## config.mk

```make
export PLATFORM = sky130hd
export DESIGN_NAME = gpb_port
export DESIGN_NICKNAME = d
export VERILOG_FILES = /design/src/hw/gpb_pkg.sv /design/src/hw/gpb_port.sv
export SDC_FILE = /design/constraint.sdc
export NUM_CORES = 1
export LEC_CHECK = 0
export ABC_CLOCK_PERIOD_IN_PS = 2350
export BUFFER_PORTS_ARGS = -buffer_cell sky130_fd_sc_hd__buf_2
export CELL_PAD_IN_SITES_DETAIL_PLACEMENT = 1
export CELL_PAD_IN_SITES_GLOBAL_PLACEMENT = 2
export CORE_MARGIN = 10
export CORE_UTILIZATION = 36
export CTS_CLUSTER_DIAMETER = 200
export CTS_CLUSTER_SIZE = 10
export DETAILED_ROUTE_END_ITERATION = 7
export PLACE_DENSITY_LB_ADDON = 0.1
export SYNTH_ARGS = -nofsm -noshare
export SYNTH_HDL_FRONTEND = slang
export SYNTH_SLANG_ARGS = --single-unit
```

## constraint.sdc

```tcl
create_clock -name core_clk -period 2.35 [get_ports core_clk]
set_input_delay 0.235 -clock core_clk [delete_from_list [all_inputs] [get_ports core_clk]]
set_output_delay 0.235 -clock core_clk [all_outputs]
set_load 0.02 [all_outputs]
```

## src/hw/gpb_pkg.sv

```systemverilog
// package for the gpio port register bank: offsets, reset values, pad and register carriers
// assumes a byte-wide register port and eight pads per port
package gpb_pkg;

  localparam int GPB_WIDTH = 8;
  localparam int GPB_ADDR_W = 3;

  // register offsets
  localparam logic [2:0] GPB_OFS_OUTPUT_LATCH = 3'h0;
  localparam logic [2:0] GPB_OFS_PIN_LEVELS = 3'h1;
  localparam logic [2:0] GPB_OFS_DIRECTION = 3'h2;
  localparam logic [2:0] GPB_OFS_PULL_DRIVE = 3'h3;
  localparam logic [2:0] GPB_OFS_IRQ_SPEED = 3'h4;

  // reset values
  localparam logic [7:0] GPB_RST_OUTPUT_LATCH = 8'h00;
  localparam logic [7:0] GPB_RST_DIRECTION = 8'h00;
  localparam logic [7:0] GPB_RST_PULL_DRIVE = 8'h00;
  localparam logic [7:0] GPB_RST_FIRST_PORT_PULL_DRIVE = 8'h01;
  localparam logic [7:0] GPB_RST_IRQ_SPEED = 8'h00;
  localparam logic [7:0] GPB_UNMAPPED_READ = 8'h00;
  localparam logic [7:0] GPB_ALL_CLEAR = 8'h00;

  // output speed settings in MHz
  localparam int GPB_SLOW_SPEED_MHZ = 2;
  localparam int GPB_FAST_SPEED_MHZ = 10;

  // per-pin pad control, one bit per pin in each field
  typedef struct packed {
    logic [7:0] out_level;   // level driven when the pad drives
    logic [7:0] out_en_n;    // low while the port drives the pad
    logic [7:0] pull_up_en;  // weak pull-up on
    logic [7:0] fast_slew;   // high-speed slew on
  } gpb_pad_ctrl_t;

  // software-visible configuration
  typedef struct packed {
    logic [7:0] output_latch;
    logic [7:0] direction;
    logic [7:0] pull_drive_select;
    logic [7:0] irq_speed_select;
  } gpb_regs_t;

endpackage : gpb_pkg

```

## src/hw/gpb_port.sv

```systemverilog
// one 8-bit gpio port: five byte registers, pad control and interrupt request lines
// assumes pads and pad straps come from outside the clock domain; straps are static
`timescale 1ns/1ps

module gpb_port import gpb_pkg::*; #(
  parameter bit FIRST_PORT = 1'b0
) (
  // clock and reset
  input wire logic core_clk,
  input wire logic srst,
  // register port
  input wire logic [2:0] reg_addr,
  input wire logic [7:0] reg_wdata,
  input wire logic reg_write,
  input wire logic reg_read,
  output logic [7:0] reg_rdata,
  // pad straps: which pads are fast-capable, true open-drain, interrupt-capable
  input wire logic [7:0] pad_fast_capable,
  input wire logic [7:0] pad_true_open_drain,
  input wire logic [7:0] pad_irq_capable,
  // pads
  input wire logic [7:0] pad_in,
  output gpb_pad_ctrl_t pad_ctrl,
  // external interrupt controller
  output logic [7:0] irq_request
);

  gpb_regs_t regs;
  logic [7:0] pin_sync1;
  logic [7:0] pin_levels;
  logic [7:0] fast_sync1;
  logic [7:0] fast_cap;
  logic [7:0] tod_sync1;
  logic [7:0] tod;
  logic [7:0] irqcap_sync1;
  logic [7:0] irq_cap;
  logic [7:0] next_rdata;
  gpb_pad_ctrl_t next_pad_ctrl;
  logic [7:0] next_irq_request;

  function automatic logic reg_hit(input logic [2:0] addr, input logic [2:0] ofs);
    reg_hit = (addr == ofs);
  endfunction : reg_hit

  // pin levels pass two flops before anything reads them; no reset so they follow the pins
  always_ff @(posedge core_clk) begin
    pin_sync1 <= pad_in;
    pin_levels <= pin_sync1;
  end

  // straps are synchronized the same way; they are meant to be static
  always_ff @(posedge core_clk) begin
    fast_sync1 <= pad_fast_capable;
    fast_cap <= fast_sync1;
    tod_sync1 <= pad_true_open_drain;
    tod <= tod_sync1;
    irqcap_sync1 <= pad_irq_capable;
    irq_cap <= irqcap_sync1;
  end

  // whole-byte writes; single-bit set/clear is software reading then writing the byte
  always_ff @(posedge core_clk) begin
    if (srst) begin
      regs.output_latch <= GPB_RST_OUTPUT_LATCH;
    end else if (reg_write && reg_hit(reg_addr, GPB_OFS_OUTPUT_LATCH)) begin
      regs.output_latch <= reg_wdata;
    end
  end

  always_ff @(posedge core_clk) begin
    if (srst) begin
      regs.direction <= GPB_RST_DIRECTION;
    end else if (reg_write && reg_hit(reg_addr, GPB_OFS_DIRECTION)) begin
      regs.direction <= reg_wdata;
    end
  end

  always_ff @(posedge core_clk) begin
    if (srst) begin
      regs.pull_drive_select <= FIRST_PORT ? GPB_RST_FIRST_PORT_PULL_DRIVE : GPB_RST_PULL_DRIVE;
    end else if (reg_write && reg_hit(reg_addr, GPB_OFS_PULL_DRIVE)) begin
      regs.pull_drive_select <= reg_wdata;
    end
  end

  always_ff @(posedge core_clk) begin
    if (srst) begin
      regs.irq_speed_select <= GPB_RST_IRQ_SPEED;
    end else if (reg_write && reg_hit(reg_addr, GPB_OFS_IRQ_SPEED)) begin
      regs.irq_speed_select <= reg_wdata;
    end
  end

  // read mux; the pin level register ignores writes since no write path exists
  always_comb begin
    next_rdata = GPB_UNMAPPED_READ;
    unique case (reg_addr)
      GPB_OFS_OUTPUT_LATCH: next_rdata = regs.output_latch;
      GPB_OFS_PIN_LEVELS: next_rdata = pin_levels;
      GPB_OFS_DIRECTION: next_rdata = regs.direction;
      GPB_OFS_PULL_DRIVE: next_rdata = regs.pull_drive_select;
      GPB_OFS_IRQ_SPEED: next_rdata = regs.irq_speed_select;
      default: next_rdata = GPB_UNMAPPED_READ;
    endcase
  end

  // read data stands only in the cycle after the strobe
  always_ff @(posedge core_clk) begin
    if (srst) begin
      reg_rdata <= GPB_ALL_CLEAR;
    end else if (reg_read) begin
      reg_rdata <= next_rdata;
    end else begin
      reg_rdata <= GPB_ALL_CLEAR;
    end
  end

  // pad control, computed bitwise so bit n only touches pin n
  always_comb begin
    next_pad_ctrl = '0;
    for (int n = 0; n < GPB_WIDTH; n++) begin
      next_pad_ctrl.out_level[n] = regs.output_latch[n];
      if (regs.direction[n]) begin
        // push-pull drives both levels; open-drain only pulls low
        if (regs.pull_drive_select[n] && !tod[n]) begin
          next_pad_ctrl.out_en_n[n] = 1'b0;
        end else begin
          next_pad_ctrl.out_en_n[n] = regs.output_latch[n];
        end
        next_pad_ctrl.pull_up_en[n] = 1'b0;
        next_pad_ctrl.fast_slew[n] = regs.irq_speed_select[n] && fast_cap[n];
      end else begin
        next_pad_ctrl.out_en_n[n] = 1'b1;
        next_pad_ctrl.pull_up_en[n] = regs.pull_drive_select[n] && !tod[n];
        next_pad_ctrl.fast_slew[n] = 1'b0;
      end
    end
  end

  // interrupt requests only from input pins with the enable set
  always_comb begin
    next_irq_request = ~regs.direction & regs.irq_speed_select & irq_cap & pin_levels;
  end

  // registered outputs; pads released during reset
  always_ff @(posedge core_clk) begin
    if (srst) begin
      pad_ctrl.out_level <= GPB_ALL_CLEAR;
      pad_ctrl.out_en_n <= ~GPB_ALL_CLEAR;
      pad_ctrl.pull_up_en <= GPB_ALL_CLEAR;
      pad_ctrl.fast_slew <= GPB_ALL_CLEAR;
      irq_request <= GPB_ALL_CLEAR;
    end else begin
      pad_ctrl <= next_pad_ctrl;
      irq_request <= next_irq_request;
    end
  end

endmodule : gpb_port

```

# Word level (Yosys, flattened, before mapping)
# Index checks and enable logic that the tools add are counted.
dict set report word_totals {
  memories 0
  input_bits 47
  ff_bits 144
  latchBits 0
  romBits 0
  out_inout_bits 48
  ramBits 0
}
dict set report op_classes {
  n_eq_ne 4
  n_mul 0
  muxes 9
  bitwise_logic 13
  magnitude_cmp 0
  addsub 0
  n_reduce_logical 46
  div_mod_pow 0
  n_shift 0
}
# op n
set op_table {}
lappend op_table {{8-bit case mux with 5 select lines} 1}
lappend op_table {{2-bit OR reduction} 17}
lappend op_table {{8-bit AND} 3}
lappend op_table {{1-bit logical AND} 20}
lappend op_table {{1-bit NOT} 9}
lappend op_table {{1-bit zero test} 8}
lappend op_table {{1-bit two-way mux} 8}
lappend op_table {{8-bit NOT} 1}
lappend op_table {{3-bit by 2-bit equality test with 1-bit output (second input constant)} 2}
lappend op_table {{3-bit by 1-bit equality test with 1-bit output (second input constant)} 1}
lappend op_table {{3-bit equality test (second input constant)} 1}
lappend op_table {{3-bit zero test} 1}

# Depth between registers and ports, before layout
dict set report depth {
  word_depth 4
  ltp_mapped 5
}

# Worst setup path before layout
# No wires, ideal clock.
dict set report synth_timing {
  path_kind {input port to flip-flop}
  start {input reg_addr[0]}
  end {register regs[0] (netlist name)}
  stages 5
  t_arrival_ns 1.042
  n_path_buf 2
  setup_ns 0.128
  required_ns 2.222
  slack_ns 1.181
  path_cell_list {buf_4 -> and4bb_1 -> buf_4 -> mux2i_1 -> nor2_1}
}
dict set report synth_between {
  elab_chain_cells 2
}
# element line
set synth_lines {}
lappend synth_lines {{start, declared} gpb_port.sv:12} ;# input wire logic [2:0] reg_addr,
lappend synth_lines {{3-bit equality test} gpb_port.sv:42} ;# reg_hit = (addr == ofs);
lappend synth_lines {{1-bit logical AND} gpb_port.sv:89} ;# end else if (reg_write && reg_hit(reg_addr, GPB_OFS_IRQ_SPEED)) begin
lappend synth_lines {{end, declared} gpb_port.sv:28} ;# gpb_regs_t regs;
# Every way passes these cells.
# A chain may end at the register's enable or synchronous reset.

# Worst setup path in the final report
dict set report layout_timing {
  start {input reg_addr[0]}
  end {register reg_rdata[4]}
}
dict set report layout_between {
  elab_chain_cells 2
  word_cells_on_any_way 6
  cone_classes {eq/ne (4); mux (1); reduce/logical (1)}
}
# element line
set layout_lines {}
lappend layout_lines {{3-bit equality test, or another cell as far along} gpb_port.sv:97} ;# unique case (reg_addr)
lappend layout_lines {{8-bit case mux with 5 select lines (*)} gpb_port.sv:97}
lappend layout_lines {{end signal, assigned} gpb_port.sv:112} ;# reg_rdata <= next_rdata;
lappend layout_lines {{end, declared} gpb_port.sv:16} ;# output logic [7:0] reg_rdata,
# Every way passes the cells marked *; elsewhere a longest branch is shown, timed or not.

==> impl_metrics.json <==
{
  "die_x_um": 129.4,
  "grt_usage": 0.1378,
  "grt_max_degree": 65,
  "grt-ovfl-total": 0,
  "p_sw_frac": 0.2136,
  "die_area_mm2": 0.01673,
  "die_y_um": 129.4,
  "period_needed_ns": 1.395,
  "ir_drop_uv": 674.1,
  "layout_commonest_cell": "dfxtp_1",
  "grt_pass1_wl_mm": 17.57,
  "cts_buffers": 17,
  "drv_slew": 0,
  "startpoint": "reg_addr[0]",
  "cp-start-kind": "primary input",
  "synth.top_cell.area_share": 0.6696,
  "num_vias": 3105,
  "cap_violations": 0,
  "clkSinkCount": 144,
  "routed_wirelength_mm": 11.08,
  "regArea_mm2": 0.002883,
  "top_register": "pad_ctrl",
  "p_int_w": 0.004092,
  "p_clk_frac": 0.468,
  "grt_antenna_before_repair": 0,
  "required_ns": 2.65,
  "synthTopCellsByArea": "dfxtp_1 (67%), mux2i_1 (5.8%), nand2_1 (4.1%), a21oi_1 (2.8%), nand3b_1 (2.6%)",
  "postRouteAntennaNets": 0,
  "syn_area_mm2": 0.004305,
  "synth.ff_latch_count": 144,
  "synthDistinctLibCells": 28,
  "core-area_mm2": 0.01156,
  "path_clk_slew_ns": 0.06,
  "cts_tree": "yes",
  "p_comb_frac": 0.042,
  "synth_top_area_cell": "dfxtp_1",
  "start_util": 0.3723,
  "cp-endpoint": "reg_rdata[4]",
  "gp_congestion": 0.6981,
  "ys_seq_area_frac": 0.6696,
  "cp.arrival_ns": 1.70,
  "row_count": 39,
  "area_growth_syn_to_layout_pct": 33.59,
  "n_fill_cell": 1255,
  "leakage_nw": 2.407,
  "p_seq_frac": 0.490,
  "r2r-end": "reg_rdata[6]",
  "fin_setup_tns_ns": 0,
  "crit_fanout": 18,
  "fin_skew_ns": 0.004114,
  "reg_top3": "pad_ctrl (32), regs (24)",
  "worst_pin_slew_ns": 0.6772,
  "grt_pass1_vias": 3361,
  "yosys_warnings": 0,
  "mostFrequentLayoutCells": "dfxtp_1 (144), buf_2 (94), nand2_1 (47)",
  "reg2reg_slack_ns": 1.29,
  "multi_input_area_mm2": 0.001316,
  "fin_crit_sh": 0.5938,
  "status": "completed",
  "clock_latency_ns": 0.41,
  "worst-path-buf-inv": 2,
  "dr.first_iter.drc_count": 149,
  "postCtsSetupBuffers": 0,
  "fmax_mhz": 716.6,
  "crit_cells": 5,
  "via_per_inst": 4.662,
  "r2r-start": "regs[22]",
  "cts.htree.levels": 4,
  "io_pins": 95,
  "critPathTopFamily": "buffers and inverters",
  "synth_area_per_cell_um2": 11.33,
  "antenna_cells": 0,
  "pre_cts_slack_ns": 0.5336,
  "io_buffer_count": 94,
  "largest_reg_flops": 32,
  "synth_fp_nets": 427,
  "worst_slack_ns": 0.9546,
  "firstDrtPassIters": 4,
  "drive_above_1_share": 0.2505,
  "nets": 557,
  "end_kind": "register",
  "powerDensity_mw_per_mm2": 904.8,
  "reg2regPathDepth": 3,
  "cts_root_buf": "clkbuf_16",
  "hpwl_mm": 7.438,
  "whs_path_depth": 3,
  "slew_headroom": 0.5466,
  "rsz0062_at_grt": "false",
  "crit_path_cell_trace": "buf_2 > buf_4 > or2_1 > nor3b_1 > o31a_1",
  "worstHoldPathType": "in -> reg",
  "drcViolationCount": 0,
  "hold_viol_final": 0,
  "wire_per_inst_um": 16.64,
  "cts_buffer_depth": 2,
  "cpMaxStageDelayCell": "or2_1",
  "path_class": "in -> reg",
  "syn_inst": 380,
  "switching_power_w": 0.001112,
  "crit_path_max_incr_delay_ns": 0.40,
  "setup_viol": 0
}
worst min path at each step:
stage,startpoint,endpoint,slack (ns)
6_report,reg_wdata[1],regs[9],0.1
5_1_grt,reg_wdata[2],regs[10],0.09
4_1_cts,reg_wdata[1],regs[9],0.08
3_5_place_dp,irqcap_sync1[4],irq_cap[4],0.31
3_3_place_gp,fast_sync1[7],fast_cap[7],0.31
2_1_floorplan,pad_fast_capable[0],fast_sync1[0],0.26
metrics by stage:
step | total power (W) | cell area (um^2) | utilization | hold WS [ns] | cells
after global placement | 0.002777 | 4891 | 0.4229 | 0.3097 | 602
after global routing | 0.005433 | 5752 | 0.4973 | 0.08864 | 666
after detailed placement | 0.002784 | 4891 | 0.4229 | 0.3132 | 602
after CTS | 0.005275 | 5752 | 0.4973 | 0.07527 | 666
final | 0.005204 | 5752 | 0.4973 | 0.09726 | 666
after floorplan | 0.002694 | 4305 | - | 0.2627 | 380
cell usage after synthesis, drive strengths merged:
cell type,count
nor3,15
dfxtp,144
nand3,8
a211oi,1
and4b,1
nand2b,10
or4b,1
nor2,25
nor3b,7
a21oi,25
buf,15
o21a,1
and3,8
nor4b,1
mux2i,25
nand3b,15
nand2,47
nor2b,16
and4bb,2
clkbuf,4
nand4b,1
o31a,7
or2,1
timing repair:
action	in CTS	in global routing
hold buffers	32	0
endpoints found under the hold margin	32	0
gates resized for setup	0	0
kinds of logic after synthesis:
kind of cell           after synthesis  share of synthesized area
AND/OR/NAND/NOR                    158                     0.1982
flip-flops                         144                     0.6696
AO/OA/AOI/OAI                       34                    0.04941
multiplexers                        25                    0.05812
buffers and inverters               19                    0.02470
routing by layer:
| layer | routed length [um] | vias to the layer above | share of wire | global-route usage |
|---|---|---|---|---|
| met5 | 0 | - | 0 | 0 |
| met4 | 99 | 0 | 0.0089 | 0.05151 |
| met3 | 658 | 9 | 0.059 | 0.06362 |
| met2 | 5487 | 68 | 0.50 | 0.2255 |
| met1 | 4834 | 1485 | 0.44 | 0.1543 |
| li1 | - | 1543 | - | - |
tightest hold or removal path, delay by kind of cell:
family / cells / cell delay, ns
buffers and inverters: 1 / 0.12
AO/OA/AOI/OAI: 1 / 0.05
AND/OR/NAND/NOR: 1 / 0.05
final cells by class:
type | count | share of cell area
sequential | 144 | 0.5012
multi-input combinational | 217 | 0.2288
timing repair buffer | 130 | 0.1449
clock buffer | 20 | 0.07766
tap | 143 | 0.03111
clock inverter | 12 | 0.01631
power groups by stage:
stage / sequential (W) / clock, W / combinational [W]
global placement: 0.00260 / 0 / 0.000174
CTS: 0.00255 / 0.00250 / 0.000220
global route: 0.00256 / 0.00263 / 0.000241
detailed placement: 0.00261 / 0 / 0.000178
finish: 0.00255 / 0.00243 / 0.000217
floorplan: 0.00260 / 0 / 0.0000959
Note: power is estimated with default switching activity, not from simulation.
